## src/fsr_pkg.sv

```systemverilog
//----------------------------------------------------------------------
// Overview of operation
// - Byte 0 echoes the received command code
// - Byte 1 is 0x00 success, 0x01 unsupported
// - Byte 2 carries structure length on success
// - Bytes 3-63 hold sub-command data or zero
// - Byte 4 bit 7 enables CDC serial number
// - Clear bit means no serial number descriptor
// - Byte 4 bits 1-0 give security level
// - Byte 5 bits 4-0 divide clock output pin
// - Byte 6 bits 7-6 pick DAC reference level
// - Byte 6 bit 5 picks DAC reference source
// - Byte 6 bits 4-0 hold power-up DAC code
// - Byte 7 bit 6 arms falling-edge interrupt detect
// - Byte 7 bit 5 arms rising-edge interrupt detect
// - Byte 7 bits 4-3 pick ADC reference level
// - Byte 7 bit 2 reports reference source select
// - Bytes 8-9 return vendor identifier, low first
// - Unknown sub-code answers with unsupported status
//----------------------------------------------------------------------
package fsr_pkg;

  //--------------------------------------------------------------------
  // Command and status codes
  //--------------------------------------------------------------------
  localparam logic [7:0] CMD_READ_FLASH = 8'hB0;
  localparam logic [7:0] SUB_CHIP_SETTINGS = 8'h00;
  localparam logic [7:0] STAT_OK = 8'h00;
  localparam logic [7:0] STAT_UNSUP = 8'h01;

  //--------------------------------------------------------------------
  // Register byte addresses
  //--------------------------------------------------------------------
  localparam logic [7:0] ADR_CMD = 8'h00;
  localparam logic [7:0] ADR_CFG = 8'h04;
  localparam logic [7:0] ADR_VID = 8'h08;
  localparam logic [7:0] ADR_STATUS = 8'h0C;
  localparam logic [7:0] ADR_RESP = 8'h40;
  localparam int RESP_WORDS = 16;
  localparam int RESP_AW = 4;

  //--------------------------------------------------------------------
  // Settings word: bytes 4..7 of the chip-settings response
  //--------------------------------------------------------------------
  localparam int SN_EN_BIT = 7;
  localparam int SEC_LSB = 0;
  localparam int CLKDIV_LSB = 8;
  localparam int DAC_VAL_LSB = 16;
  localparam int DAC_SRC_BIT = 21;
  localparam int DAC_REF_LSB = 22;
  localparam int REF_SRC_BIT = 26;
  localparam int ADC_REF_LSB = 27;
  localparam int INT_POS_BIT = 29;
  localparam int INT_NEG_BIT = 30;
  // Implemented bits only; the rest never store
  localparam logic [31:0] CFG_MASK = 32'h7CFF_1F83;
  localparam logic [31:0] CFG_RST = 32'h0000_0000;
  localparam logic [15:0] VID_RST = 16'h0000;

  //--------------------------------------------------------------------
  // Status register bits
  //--------------------------------------------------------------------
  localparam int ST_INT_BIT = 0;
  localparam int ST_CLKEN_BIT = 1;

endpackage : fsr_pkg

```

## src/fsr_clk_if.sv

```systemverilog
`timescale 1ns/1ps
//----------------------------------------------------------------------
// Clock-output control between core and divider
//----------------------------------------------------------------------
interface fsr_clk_if;
  logic [4:0] div; // Half period in source clock cycles
  logic en; // Pin assigned to clock output
  logic lvl; // Divided clock level
  modport ctl (output div, output en, input lvl);
  modport gen (input div, input en, output lvl);
endinterface : fsr_clk_if

```

## src/fsr_clkout.sv

```systemverilog
`timescale 1ns/1ps
//----------------------------------------------------------------------
// Clock output divider
//----------------------------------------------------------------------
module fsr_clkout (
  // Clock and reset
  input wire logic mclk,
  input wire logic arst_n,
  // Control from the core
  fsr_clk_if.gen clk
);

  logic [4:0] cnt_r; // Cycles spent in current half
  logic [4:0] cnt_nxt;
  logic lvl_r; // Output level flop
  logic lvl_nxt;
  logic [4:0] half; // Effective half period
  logic wrap; // End of half period

  // A zero divider would stall the pin, so it runs as one
  assign half = (clk.div == 5'h00) ? 5'h01 : clk.div;
  assign wrap = (cnt_r + 5'h01) >= half;
  assign cnt_nxt = (!clk.en || wrap) ? 5'h00 : cnt_r + 5'h01;
  // Pin parks low while not assigned to clock output
  assign lvl_nxt = !clk.en ? 1'b0 : (wrap ? ~lvl_r : lvl_r);
  assign clk.lvl = lvl_r;

  // Counter and level
  always_ff @(posedge mclk or negedge arst_n)
  begin
    if (!arst_n)
    begin
      cnt_r <= 5'h00;
      lvl_r <= 1'b0;
    end
    else
    begin
      cnt_r <= cnt_nxt;
      lvl_r <= lvl_nxt;
    end
  end

endmodule : fsr_clkout

```

## src/fsr_flash_resp.sv

```systemverilog
`timescale 1ns/1ps
//----------------------------------------------------------------------
// Read-settings response builder with Wishbone register access
//----------------------------------------------------------------------
module fsr_flash_resp #(
  parameter logic [7:0] STRUCT_LEN = 8'h0A // Chip-settings length
) (
  // Clock and reset
  input wire logic mclk,
  input wire logic arst_n,
  // Wishbone slave
  input wire logic wb_cyc,
  input wire logic wb_stb,
  input wire logic wb_we,
  input wire logic [7:0] wb_adr,
  input wire logic [3:0] wb_sel,
  input wire logic [31:0] wb_dat_w,
  output logic [31:0] wb_dat_r,
  output logic wb_ack,
  // Device pins and pin routing
  input wire logic intr_pin,
  input wire logic clkout_assign,
  output logic clkout,
  // Stored settings to the rest of the chip
  output logic serial_desc_en,
  output logic [1:0] sec_level,
  output logic [1:0] dac_vref_sel,
  output logic dac_src_internal_reference_module,
  output logic [4:0] dac_code,
  output logic [1:0] adc_vref_sel,
  output logic ref_src_vdd,
  output logic intr_flag
);

  //--------------------------------------------------------------------
  // State
  //--------------------------------------------------------------------
  logic ack_r; // Bus answer, one cycle
  logic [31:0] rdat_r; // Registered read data
  logic [15:0] cmd_r; // Last command: sub-code, code
  logic [31:0] cfg_r; // Stored settings bytes 4..7
  logic [15:0] vid_r; // usb_vendor_identifier
  logic intr_s1_r; // Synchroniser first stage
  logic intr_s2_r; // Synchroniser second stage
  logic intr_d_r; // Previous synchronised level
  logic intr_flag_r; // Sticky edge detection flag
  logic [31:0] resp_mem_r [fsr_pkg::RESP_WORDS]; // 64-byte report

  //--------------------------------------------------------------------
  // Bus decode
  //--------------------------------------------------------------------
  logic acc; // New request this cycle
  logic [7:0] badr; // Word-aligned byte address
  logic hit_cmd;
  logic hit_cfg;
  logic hit_vid;
  logic hit_st;
  logic hit_resp;
  logic wr_cmd; // Command write: builds the report
  logic wr_cfg;
  logic wr_vid;
  logic wr_st;
  logic [31:0] lane_m; // Byte-lane write mask
  logic [fsr_pkg::RESP_AW-1:0] ridx; // Response word index

  // Ack is held off for one cycle after each answer
  assign acc = wb_cyc && wb_stb && !ack_r;
  assign badr = {wb_adr[7:2], 2'b00};
  assign hit_cmd = badr == fsr_pkg::ADR_CMD;
  assign hit_cfg = badr == fsr_pkg::ADR_CFG;
  assign hit_vid = badr == fsr_pkg::ADR_VID;
  assign hit_st = badr == fsr_pkg::ADR_STATUS;
  assign hit_resp = badr[7:6] == fsr_pkg::ADR_RESP[7:6];
  assign ridx = badr[fsr_pkg::RESP_AW+1:2];
  // Command needs lane 0; sub-code is zero if lane 1 is off
  assign wr_cmd = acc && wb_we && hit_cmd && wb_sel[0];
  assign wr_cfg = acc && wb_we && hit_cfg;
  assign wr_vid = acc && wb_we && hit_vid;
  assign wr_st = acc && wb_we && hit_st && wb_sel[0];
  assign lane_m = {{8{wb_sel[3]}}, {8{wb_sel[2]}},
                   {8{wb_sel[1]}}, {8{wb_sel[0]}}};

  //--------------------------------------------------------------------
  // Report construction
  //--------------------------------------------------------------------
  logic [7:0] new_code; // Received command code
  logic [7:0] new_sub; // Received sub-code
  logic hit_ok; // Supported command and sub-code
  logic [7:0] stat_b; // Byte 1 value
  logic [7:0] len_b; // Byte 2 value

  assign new_code = wb_dat_w[7:0];
  assign new_sub = wb_sel[1] ? wb_dat_w[15:8] : 8'h00;
  // Only chip settings are served here; others are unsupported
  assign hit_ok = (new_code == fsr_pkg::CMD_READ_FLASH) &&
                  (new_sub == fsr_pkg::SUB_CHIP_SETTINGS);
  assign stat_b = hit_ok ? fsr_pkg::STAT_OK
                         : fsr_pkg::STAT_UNSUP;
  // Length is meaningful only on success; zero otherwise
  assign len_b = hit_ok ? STRUCT_LEN : 8'h00;

  // One report word from the settings snapshot
  function automatic logic [31:0] resp_word(
    input int idx,
    input logic ok,
    input logic [31:0] w0,
    input logic [31:0] cfg,
    input logic [15:0] usb_vendor_identifier
  );
    logic [31:0] w;
    w = 32'h0000_0000; // Byte 3 and all unused bytes read zero
    if (idx == 0)
      w = w0;
    else if (idx == 1 && ok)
      w = cfg & fsr_pkg::CFG_MASK;
    else if (idx == 2 && ok)
      w = {16'h0000, usb_vendor_identifier};
    return w;
  endfunction : resp_word

  logic [31:0] word0; // Header word: code, status, length
  assign word0 = {8'h00, len_b, stat_b, new_code};

  //--------------------------------------------------------------------
  // Settings write values
  //--------------------------------------------------------------------
  logic [31:0] cfg_nxt;
  logic [15:0] vid_nxt;
  // Unimplemented bits are dropped so they never read back
  assign cfg_nxt = ((cfg_r & ~lane_m) | (wb_dat_w & lane_m))
                   & fsr_pkg::CFG_MASK;
  assign vid_nxt = (vid_r & ~lane_m[15:0]) |
                   (wb_dat_w[15:0] & lane_m[15:0]);

  //--------------------------------------------------------------------
  // Interrupt edge detection
  //--------------------------------------------------------------------
  logic fall; // Falling edge on synchronised pin
  logic rise; // Rising edge on synchronised pin
  logic int_set;
  logic int_clr;
  logic intr_flag_nxt;

  assign fall = intr_d_r && !intr_s2_r;
  assign rise = !intr_d_r && intr_s2_r;
  assign int_set = (fall && cfg_r[fsr_pkg::INT_NEG_BIT]) ||
                   (rise && cfg_r[fsr_pkg::INT_POS_BIT]);
  assign int_clr = wr_st && wb_dat_w[fsr_pkg::ST_INT_BIT];
  // A new edge outweighs a clear in the same cycle
  assign intr_flag_nxt = int_set || (intr_flag_r && !int_clr);

  //--------------------------------------------------------------------
  // Read mux
  //--------------------------------------------------------------------
  logic [31:0] st_word; // Status: flag and clock-pin routing
  logic [31:0] rd_mux;
  assign st_word = {30'h0000_0000, clkout_assign, intr_flag_r};
  // Unmapped addresses answer with zero data
  assign rd_mux = hit_resp ? resp_mem_r[ridx] :
                  hit_cmd ? {16'h0000, cmd_r} :
                  hit_cfg ? cfg_r :
                  hit_vid ? {16'h0000, vid_r} :
                  hit_st ? st_word : 32'h0000_0000;

  //--------------------------------------------------------------------
  // Bus answer
  //--------------------------------------------------------------------
  // Every access, mapped or not, is acked one cycle after it starts
  always_ff @(posedge mclk or negedge arst_n)
  begin
    if (!arst_n)
    begin
      ack_r <= 1'b0;
      rdat_r <= 32'h0000_0000;
    end
    else
    begin
      ack_r <= acc;
      rdat_r <= acc ? rd_mux : rdat_r;
    end
  end

  //--------------------------------------------------------------------
  // Settings and command registers
  //--------------------------------------------------------------------
  // Stands in for the nonvolatile store, loaded by software
  always_ff @(posedge mclk or negedge arst_n)
  begin
    if (!arst_n)
    begin
      cfg_r <= fsr_pkg::CFG_RST;
      vid_r <= fsr_pkg::VID_RST;
      cmd_r <= 16'h0000;
    end
    else
    begin
      cfg_r <= wr_cfg ? cfg_nxt : cfg_r;
      vid_r <= wr_vid ? vid_nxt : vid_r;
      cmd_r <= wr_cmd ? {new_sub, new_code} : cmd_r;
    end
  end

  // Report is rebuilt whole on each command; settings snapshot
  always_ff @(posedge mclk or negedge arst_n)
  begin
    if (!arst_n)
    begin
      for (int i = 0; i < fsr_pkg::RESP_WORDS; i++)
        resp_mem_r[i] <= 32'h0000_0000;
    end
    else if (wr_cmd)
    begin
      for (int i = 0; i < fsr_pkg::RESP_WORDS; i++)
        resp_mem_r[i] <= resp_word(i, hit_ok, word0, cfg_r, vid_r);
    end
  end

  //--------------------------------------------------------------------
  // Interrupt pin synchroniser and flag
  //--------------------------------------------------------------------
  always_ff @(posedge mclk or negedge arst_n)
  begin
    if (!arst_n)
    begin
      intr_s1_r <= 1'b0;
      intr_s2_r <= 1'b0;
      intr_d_r <= 1'b0;
      intr_flag_r <= 1'b0;
    end
    else
    begin
      intr_s1_r <= intr_pin;
      intr_s2_r <= intr_s1_r;
      intr_d_r <= intr_s2_r;
      intr_flag_r <= intr_flag_nxt;
    end
  end

  //--------------------------------------------------------------------
  // Clock output divider
  //--------------------------------------------------------------------
  // The core clock stands in for the 48 MHz USB clock here
  fsr_clk_if clk_bus ();
  assign clk_bus.div = cfg_r[fsr_pkg::CLKDIV_LSB +: 5];
  assign clk_bus.en = clkout_assign;

  fsr_clkout u_clkout (
    .mclk (mclk),
    .arst_n (arst_n),
    .clk (clk_bus.gen)
  );

  //--------------------------------------------------------------------
  // Outputs
  //--------------------------------------------------------------------
  assign wb_ack = ack_r;
  assign wb_dat_r = rdat_r;
  assign clkout = clk_bus.lvl;
  assign serial_desc_en = cfg_r[fsr_pkg::SN_EN_BIT];
  assign sec_level = cfg_r[fsr_pkg::SEC_LSB +: 2];
  assign dac_vref_sel = cfg_r[fsr_pkg::DAC_REF_LSB +: 2];
  assign dac_src_internal_reference_module =
    cfg_r[fsr_pkg::DAC_SRC_BIT];
  assign dac_code = cfg_r[fsr_pkg::DAC_VAL_LSB +: 5];
  assign adc_vref_sel = cfg_r[fsr_pkg::ADC_REF_LSB +: 2];
  assign ref_src_vdd = cfg_r[fsr_pkg::REF_SRC_BIT];
  assign intr_flag = intr_flag_r;
endmodule : fsr_flash_resp

```

## config.mk

```make
export PLATFORM = sky130hd
export DESIGN_NAME = fsr_flash_resp
export DESIGN_NICKNAME = d
export VERILOG_FILES = /design/src/fsr_pkg.sv /design/src/fsr_clk_if.sv /design/src/fsr_clkout.sv /design/src/fsr_flash_resp.sv
export SDC_FILE = /design/constraint.sdc
export NUM_CORES = 1
export LEC_CHECK = 0
export ABC_AREA = 1
export BUFFER_PORTS_ARGS = -buffer_cell sky130_fd_sc_hd__buf_2
export CAP_MARGIN = 20
export CORE_MARGIN = 4
export CORE_UTILIZATION = 50
export DETAILED_ROUTE_END_ITERATION = 10
export HOLD_SLACK_MARGIN = 0.03
export PLACE_DENSITY = 0.84
export SKIP_LAST_GASP = 1
export SLEW_MARGIN = 20
export SYNTH_ARGS = -nofsm -noshare
export SYNTH_HDL_FRONTEND = slang
export SYNTH_SLANG_ARGS = --single-unit
```

## constraint.sdc

```tcl
create_clock -name mclk -period 1.8 [get_ports mclk]
set_input_delay 0.27 -clock mclk [delete_from_list [all_inputs] [get_ports mclk]]
set_output_delay 0.27 -clock mclk [all_outputs]
set_load 0.01 [all_outputs]
```

==> qor.txt, run 1 <==
Final hold slack: 0.0902 ns
Port buffer count: 91
Power per cell area: 983 nW/um^2
Remaining Overflow, GRT: 0
Die Wd: 119 um
Post-DP HPWL: 10,500 um
WP depth: 13
I/O pin cnt: 100
FILL cells: 1,005
Cell Rows: 40
Fin crit share: 104%
Final Skew: 0.0121 ns
CP cell instances: ha_2 -> nand3_2 -> xor2_2 -> inv_2 -> ha_4 -> nand2_4 -> inv_2 -> nand2_1 -> nand2_1 -> nor2_1 -> nand3_2 -> nand2_1 -> o21ai_1
Chip Height: 119 um
Post-synth cell types: 30
Synth area leaders: dfrtp_1, nand2_1, nand3_1
Peak supply drop: 0.645 mV
Core region area: 12,100 um^2
Max-slew violation count: 0
Buffer and inverter count on the worst path: 2
RSZ-0062 raised after global routing: yes
R2R depth: 13
Initial DRC Count: 350
Fin nets: 890
Clock transition at the registers of the reported paths: 0.06 ns
Dominant cell type by area after synthesis: dfrtp_1
Num CTS Buffers: 17
Max Cap Violations: 0
Largest net degree at the start of global routing: 63
Max frequency: 535 MHz
WL final: 15,400 um
Placed cell count: 979
Die area: 14,200 um^2
Mapped Area: 6180 um^2
Antenna violations before repair: 0
Clk_lat worst skew: 0.42 ns
Vias per inst: 5.17
Final WS setup: -0.0705 ns
Footprint of the multi-input gates: 2420 um^2
Arrival @ worst endpoint: 2.17 ns
Mean Syn Cell Area: 8.38 um^2
Failing checks: setup timing
Register area share after synthesis: 53.5%
DRC viols: 0
Min Tclk post-route: 1.87 ns
CTS tree: done
Setup-failing EPs final: 4
Worst setup path class: reg2reg
Synth Register Bits: 132
Clk buf depth: 2
Register area: 3300 um^2
Gr usage total: 22.3%
Top delay family on crit path: simple AND/OR/NAND/NOR gates
Status: complete, but fails checks
CTS Sinks: 132
YS warnings: 0
First-pass DRT Iterations: 5
CTS H-tree lvls: 4
Worst Hold Class: in2reg
ANT cells: 0
Top cell type's share of synthesized area: 53.5%
Layout cells sized above 1: 23.0%
Synth-to-Final Area Change: 22.7%
Wire length per cell: 15.2 um
Final Hold Fails: 0
Vias in the first global route: 5,207
Root Buffer: clkbuf_16
Via count: 5,238
Top cell by count, worst path: nand2_1
Min-Delay Path Depth: 3
Routed Antenna Nets: 0
Final non-filler cell total: 1,014
Setup TNS: -0.149 ns
Req. time, crit path: 2.10 ns
Worst-path cell with the longest stage delay: dfrtp_1
CP max FO: 7
Startpoint Class: register
Syn Inst Count: 737
Routability congestion estimate from global placement: 0.846
Leakage: 3.93 nW
Starting Density: 51.2%
CP Capture Type: register
Max stage delay on crit path: 0.38 ns
First-pass GRT wire length: 25,200 um
## cell usage in the layout (no fill, tap or decap), drive strengths merged
master / synthesis / routed
a21oi: 27 / 27
a22oi: 6 / 6
a31oi: 6 / 6
a41o: 1 / 1
buf: 31 / 118
bufinv: 0 / 4
clkbuf: 14 / 18
clkinv: 0 / 4
clkinvlp: 0 / 3
conb: 1 / 3
dfrtp: 132 / 132
dlygate4sd3: 0 / 2
ha: 6 / 6
inv: 66 / 69
nand2: 236 / 236
nand3: 70 / 70
nand4: 7 / 7
nor2: 64 / 64
nor3: 4 / 4
o21ai: 61 / 61
or2: 3 / 3
xnor2: 1 / 1
xor2: 1 / 1
## where the power goes
part           internal (mW)  switching [mW]  total, mW
logic                  0.225           0.355      0.580
registers               3.08          0.0753       3.16
clock network           2.37            1.35       3.72
total                   5.67            1.78       7.45
## worst reg2reg max path: stages, from the launching register on
cell and delay [ns]:
dfrtp_1 0.38, ha_2 0.19, nand3_2 0.09, xor2_2 0.19
inv_2 0.06, ha_4 0.24, nand2_4 0.07, inv_2 0.03
nand2_1 0.05, nand2_1 0.04, nor2_1 0.11, nand3_2 0.17
nand2_1 0.09, o21ai_1 0.06
## final timing paths
path	startpoint	end	slack, ns
max	u_clkout.cnt_r[0]	u_clkout.clk.lvl	-0.07
min	wb_dat_w[23]	register	0.09
max reg2reg	u_clkout.cnt_r[0]	u_clkout.clk.lvl	-0.07
min reg2reg	intr_s1_r	intr_s2_r	0.35
max in group asynchronous	arst_n	wb_ack	0.89
min in group asynchronous	arst_n	resp_mem_r[429]	0.35
## synthesized netlist by cell type (all sizes together)
master,instances
buf,31
inv,66
nand2,236
or2,3
a41o,1
nand3,70
a22oi,6
clkbuf,14
xnor2,1
dfrtp,132
a31oi,6
xor2,1
ha,6
conb,1
nand4,7
nor3,4
nor2,64
a21oi,27
o21ai,61
## cell families after synthesis
group                      after synthesis  synth area share (%)
and+or+nand+nor                        384                  27.2
DFF                                    132                  53.5
buffers and inverters                  111                  8.61
AOI/OAI and AO/OA                      101                  9.11
adders and majority gates                6                  1.22
xor gates and xnor gates                 2                 0.284
other                                    1                0.0607
## stage by stage
| step | instance area (um^2) | utilization, % | power, mW | worst slack (ns) |
|---|---|---|---|---|
| floorplan | 6230 | - | 3.48 | -0.00790 |
| global placement | 6890 | 57.1 | 3.76 | -0.0788 |
| detailed placement | 6890 | 57.1 | 3.78 | -0.165 |
| CTS | 7570 | 62.8 | 7.50 | -0.0380 |
| global route | 7580 | 62.8 | 7.70 | -0.211 |
| finish | 7580 | 62.8 | 7.45 | -0.0705 |
## repair_timing
item	in CTS	in global routing
pin swaps	7	3
endpoints found under the setup margin	6	6
setup buffers	1	0
hold endpoints to repair	32	0
hold buffers	2	0
resized for setup	3	3
## layer usage
layer	part of all wire, %	routed length (um)	GRT usage, %	vias up
met5	0	0	0	-
met4	2.0	308	10.1	0
met3	5.7	872	4.42	31
met2	49	7550	35.2	191
met1	43	6670	30.0	2474
li1	-	-	-	2542
## area by class of cell
class                      instances  area share (%)
clock inverter                    14            2.64
timing repair buffer             120            9.97
multi-input combinational        496            32.0
clock buffer                      18            5.79
sequential                       132            43.6
inverter                          66            3.27
tap                              168            2.77
Note: power is estimated with default switching activity, not from simulation.
==> run 2: changes to the inputs <==
--- a/config.mk
+++ b/config.mk
@@ -8,8 +8,10 @@
 export ABC_AREA = 1
 export BUFFER_PORTS_ARGS = -buffer_cell sky130_fd_sc_hd__buf_2
 export CAP_MARGIN = 20
+export CELL_PAD_IN_SITES_DETAIL_PLACEMENT = 1
+export CELL_PAD_IN_SITES_GLOBAL_PLACEMENT = 2
 export CORE_MARGIN = 4
-export CORE_UTILIZATION = 50
+export CORE_UTILIZATION = 30
 export DETAILED_ROUTE_END_ITERATION = 10
 export HOLD_SLACK_MARGIN = 0.03
 export PLACE_DENSITY = 0.84
==> qor.txt, run 2 (synthesized netlist as in run 1, its figures left out) <==
FILL cells: 2,404
Root Buffer: clkbuf_16
Power per cell area: 937 nW/um^2
Largest net degree at the start of global routing: 49
Via count: 5,238
Layout cells sized above 1: 24.2%
Die area: 23,000 um^2
Vias in the first global route: 5,578
Die Wd: 151 um
Fin nets: 900
Antenna violations before repair: 0
Post-DP HPWL: 13,000 um
Final Power: 7.27 mW
Leakage: 3.96 nW
CP Capture Type: register
Startpoint Class: register
First-pass GRT wire length: 29,100 um
DP Area: 7080 um^2
Starting Density: 30.5%
Worst setup path class: reg2reg
Status: complete, but fails checks
Chip Height: 151 um
Met3 usage: 3.42%
Setup-failing EPs final: 6
Failing checks: setup timing
Clk_lat worst skew: 0.43 ns
Min Tclk post-route: 1.87 ns
Most frequent cells in the layout: nand2_1, dfrtp_1, buf_2
Wire length per cell: 15.9 um
CTS H-tree lvls: 4
Core region area: 20,200 um^2
Clock transition at the registers of the reported paths: 0.06 ns
Port buffer count: 91
Max frequency: 535 MHz
DRC viols: 0
Initial DRC Count: 240
Register area: 3300 um^2
CTS tree: done
Final WS setup: -0.0708 ns
CP max FO: 7
Remaining Overflow, GRT: 0
Global-route track usage on met2: 26.6%
Routability congestion estimate from global placement: 0.773
Req. time, crit path: 2.10 ns
Synth-to-Final Area Change: 25.6%
Peak supply drop: 0.633 mV
Met1 GRT Util: 21.7%
Pre-CTS setup slack: -0.149 ns
Fin crit share: 104%
Max-slew violation count: 0
ANT cells: 0
Cell Rows: 52
Clk buf depth: 2
CTS Sinks: 132
Finished Cell Area: 7760 um^2
Footprint of the multi-input gates: 2430 um^2
Final Skew: 0.0154 ns
Arrival @ worst endpoint: 2.17 ns
I/O pin cnt: 100
Vias per inst: 4.65
Max Cap Violations: 0
Final Hold Fails: 0
Routed Antenna Nets: 0
Worst Hold Class: in2reg
RSZ-0062 raised after global routing: yes
First-pass DRT Iterations: 4
Num CTS Buffers: 17
Gr usage total: 16.3%
WL final: 17,900 um
Commonest non-fill, non-tap cell in the layout: nand2_1
Busiest grt layer: met2
[run 2: cell count changes in the layout (fill, tap and decap cells not counted), moves of 2 or more]
cell        change
buf_4           +9
clkbuf_8        +3
bufinv_16       -2
clkinv_4        -2
clkinvlp_4      +2
inv_6           -2
[run 2: what timing repair did]
item / in CTS / in global routing
setup endpoints to repair: 6 / 8
hold endpoints to repair: 46 / 0
gates resized for setup: 1 / 7
setup buffers: 0 / 3
pin swaps: 6 / 7
hold buffers: 2 / 0
[run 2: worst max-delay path, stage by stage (launching register included)]
cell and delay [ns]:
dfrtp_1 0.36, ha_2 0.20, inv_1 0.05, or2_4 0.24, nand2_4 0.06, ha_4 0.20, nand2_1 0.06, nand2_1 0.05
nand2_1 0.06, nand2_1 0.04, nor2_1 0.11, nand3_2 0.17, nand2_1 0.10, o21ai_1 0.06
[run 2: power breakdown]
group / internal [mW] / switching [mW]
registers: 3.08 / 0.0750
clock network: 2.19 / 1.33
logic: 0.229 / 0.367
[run 2: routing by layer]
metal	vias up	routed length, um	part of all wire, %
met4	0	347	1.9
met1	2582	8260	46
met5	-	0	0
li1	2557	-	-
met2	80	8710	49
met3	19	583	3.3
[run 2: per-stage QoR]
| stage | std cells | hold WS [ns] | utilization (%) | TNS, ns |
|---|---|---|---|---|
| finish | 1126 | 0.0839 | 38.3 | -0.161 |
| global route | 1126 | 0.0961 | 38.3 | -0.860 |
| CTS | 1123 | 0.0758 | 38.1 | -0.317 |
| detailed placement | 1089 | 0.240 | 35.0 | -0.512 |
| global placement | 1089 | 0.246 | 35.0 | -0.314 |
| floorplan | 739 | -0.0256 | - | -0.00790 |
[run 2: area by class of cell]
type | count | area share (%)
Clock inverter | 11 | 1.61
Tap cell | 270 | 4.35
Clock buffer | 21 | 6.19
Multi-Input combinational cell | 496 | 31.3
Timing Repair Buffer | 130 | 10.8
Sequential cell | 132 | 42.6
Inverter | 66 | 3.19
[run 2: worst paths after layout]
path	depth (start not counted)	end	slack, ns	start
setup / recovery	13	u_clkout.clk.lvl	-0.07	u_clkout.cnt_r[1]
hold / removal	3	register	0.08	wb_dat_w[29]
setup reg to reg	13	u_clkout.clk.lvl	-0.07	u_clkout.cnt_r[1]
hold reg to reg	0	intr_s2_r	0.35	intr_s1_r
max in group asynchronous	3	u_clkout.cnt_r[3]	0.85	arst_n
min in group asynchronous	2	asynchronous set/reset pin	0.34	arst_n
==> run 3: changes to the inputs <==
--- a/config.mk
+++ b/config.mk
@@ -5,13 +5,13 @@
 export SDC_FILE = /design/constraint.sdc
 export NUM_CORES = 1
 export LEC_CHECK = 0
-export ABC_AREA = 1
+export ABC_AREA = 0
 export BUFFER_PORTS_ARGS = -buffer_cell sky130_fd_sc_hd__buf_2
 export CAP_MARGIN = 20
 export CELL_PAD_IN_SITES_DETAIL_PLACEMENT = 1
 export CELL_PAD_IN_SITES_GLOBAL_PLACEMENT = 2
 export CORE_MARGIN = 4
-export CORE_UTILIZATION = 30
+export CORE_UTILIZATION = 32
 export DETAILED_ROUTE_END_ITERATION = 10
 export HOLD_SLACK_MARGIN = 0.03
 export PLACE_DENSITY = 0.84
==> qor.txt, run 3 <==
First-pass GRT wire length: 28,500 um
Share of synthesized registers carrying an async set or reset: 100%
Fin nets: 746
Arrival @ worst endpoint: 2.19 ns
Syn Inst Count: 560
Min Tclk post-route: 1.88 ns
CP cell instances: ha_4 -> xor2_4 -> ha_4 -> buf_4 -> a31oi_2 -> o21ai_2 -> mux2_4
Worst setup path class: reg2reg
ANT cells: 0
CTS H-tree lvls: 4
Synth-to-Final Area Change: 31.8%
Final WS setup: -0.0802 ns
Switching Fraction: 24.0%
Top cell by count, worst path: ha_4
Vias per inst: 5.18
Max frequency: 532 MHz
First-pass DRT Iterations: 5
Port buffer count: 91
Synth Register Bits: 132
Setup-failing EPs final: 2
Final Hold Fails: 0
Die area: 20,800 um^2
Startpoint Class: register
Post-synthesis compound-gate area fraction: 12.2%
Mean Syn Cell Area: 10.6 um^2
CP max FO: 2
Starting Density: 32.8%
Root Buffer: clkbuf_16
Chip Height: 144 um
YS warnings: 0
Commonest non-fill, non-tap cell in the layout: dfrtp_1
Worst Hold Class: in2reg
Slew Limit Headroom: 61.1%
Status: complete, but fails checks
Clk buf depth: 2
Register area share after synthesis: 55.7%
Worst-path cell with the longest stage delay: dfrtp_1
Setup TNS: -0.0803 ns
XOR/XNOR Fraction of Synth Area: 0.443%
RSZ-0062 raised after global routing: yes
Mapped Area: 5930 um^2
Top cell type's share of synthesized area: 55.7%
Post-DP HPWL: 12,300 um
Leakage: 3.71 nW
CTS tree: done
Wire length per cell: 19.2 um
Max-slew violation count: 0
Peak supply drop: 0.594 mV
Antenna violations before repair: 0
CTS Sinks: 132
Top-count cell post-synth: dfrtp_1
Logic pwr share: 8.4%
Synth area leaders: dfrtp_1, nand2_1, mux2_2
Final hold slack: 0.0721 ns
Clk_lat worst skew: 0.43 ns
Post-synth cell types: 48
CP Capture Type: register
Remaining Overflow, GRT: 0
Max Cap Violations: 0
Worst-margin pin slew: 0.584 ns
Post-synth top flop: dfrtp_1
DRC viols: 0
Fin crit share: 104%
WL final: 17,900 um
Num CTS Buffers: 17
Routability congestion estimate from global placement: 0.775
Clock transition at the registers of the reported paths: 0.06 ns
Largest net degree at the start of global routing: 45
Routed Antenna Nets: 0
Fraction of synthesized area in multiplexers: 7.92%
Post-synth EDFFs: 0
Synth Area in Adders: 1.27%
Initial DRC Count: 251
Commonest cells post-synth: dfrtp_1, nand2_1, mux2_2
P_int: 5.87 mW
Cell Rows: 49
Via count: 4,818
Power per cell area: 989 nW/um^2
Die Wd: 144 um
Dominant cell type by area after synthesis: dfrtp_1
Flop pwr share: 40.8%
Gr usage total: 17.8%
Max stage delay on crit path: 0.42 ns
Layout cells sized above 1: 35.2%
Fin util: 43.2%
Core region area: 18,100 um^2
Vias in the first global route: 5,378
Req. time, crit path: 2.11 ns
Post-Synth Simple-Gate Area: 17.4%
Final Skew: 0.00896 ns
Largest family of logic cells by synthesized area: simple AND/OR/NAND/NOR gates
NetSw: 1.85 mW
I/O pin cnt: 100
Most frequent cells in the layout: dfrtp_1, nand2_1, buf_2
Failing checks: setup timing
Clock power share: 50.8%
## run 3: cell count changes in the layout (fill, tap and decap cells not counted), sizes merged, moves of 20 or more
cell,delta
a221oi,+20
buf,+23
inv,-56
mux2,+39
nand2,-112
nand3,-59
nor2,-23
## run 3: cell families (layout without fill, tap and decap cells)
| family | count (synthesis) | after routing |
|---|---|---|
| compound gates | 109 | 109 |
| xor+xnor | 3 | 3 |
| fa+ha+maj | 6 | 6 |
| buf+inv | 52 | 192 |
| flops | 132 | 132 |
| mux | 42 | 42 |
| other cells | 1 | 3 |
| simple gates | 215 | 215 |
## run 3: area by class of cell
cell class,instances,area [um^2]
clock inverters,14,223
repair buffers,154,1090
multi-input cells,378,2450
flip-flops and latches,132,3300
fillers,2006,10300
well taps,229,287
inverters,6,22.5
clock buffers,18,439
## run 3: final timing paths
| check | from | depth (start not counted) | slack (ns) | end |
|---|---|---|---|---|
| worst max-delay path | u_clkout.cnt_r[0] | 7 | -0.08 | u_clkout.clk.lvl |
| worst min-delay path | wb_dat_w[3] | 3 | 0.07 | cmd_r[3] |
| worst max register to register | u_clkout.cnt_r[0] | 7 | -0.08 | u_clkout.clk.lvl |
| worst min register to register | intr_s1_r | 0 | 0.37 | intr_s2_r |
| max in group asynchronous | arst_n | 3 | 0.81 | asynchronous set/reset pin |
| min in group asynchronous | arst_n | 2 | 0.39 | asynchronous set/reset pin |
## run 3: power groups by stage
stage          clock network, mW  logic, mW  registers (mW)
2_1_floorplan                  0      0.230            3.23
3_3_place_gp                   0      0.610            3.20
3_5_place_dp                   0      0.634            3.21
4_1_cts                     4.00      0.646            3.15
5_1_grt                     4.12      0.717            3.16
6_report                    3.93      0.646            3.15
## run 3: repair_timing
action | in CTS | in global routing
hold endpoints to repair | 35 | 0
pin swaps | 0 | 8
resized for setup | 4 | 18
cloned | 0 | 1
setup buffers | 1 | 2
endpoints found under the setup margin | 9 | 33
hold buffers | 2 | 0
## run 3: layer usage
metal / wire length, um / share of wire [%] / global-route usage [%]
met5: 0 / 0 / 0
met3: 757 / 4.2 / 3.64
met4: 350 / 2.0 / 6.89
met2: 9090 / 51 / 31.4
met1: 7670 / 43 / 21.3
## run 3: worst max-delay path, delay by kind of cell, from the launching register on
family | cells | cell delay [ns]
mux | 1 | 0.31
fa+ha+maj | 2 | 0.49
buf+inv | 1 | 0.10
flops | 1 | 0.42
xor+xnor | 1 | 0.16
compound gates | 2 | 0.28
## run 3: through the flow
step	power [mW]	worst slack, ns	cells	area, um^2
6_report	7.72	-0.0802	931	7810
4_1_cts	7.80	-0.0813	928	7680
2_1_floorplan	3.46	-0.0201	562	5940
5_1_grt	8.00	-0.132	931	7810
3_3_place_gp	3.81	-0.118	893	6970
3_5_place_dp	3.84	-0.201	893	6970
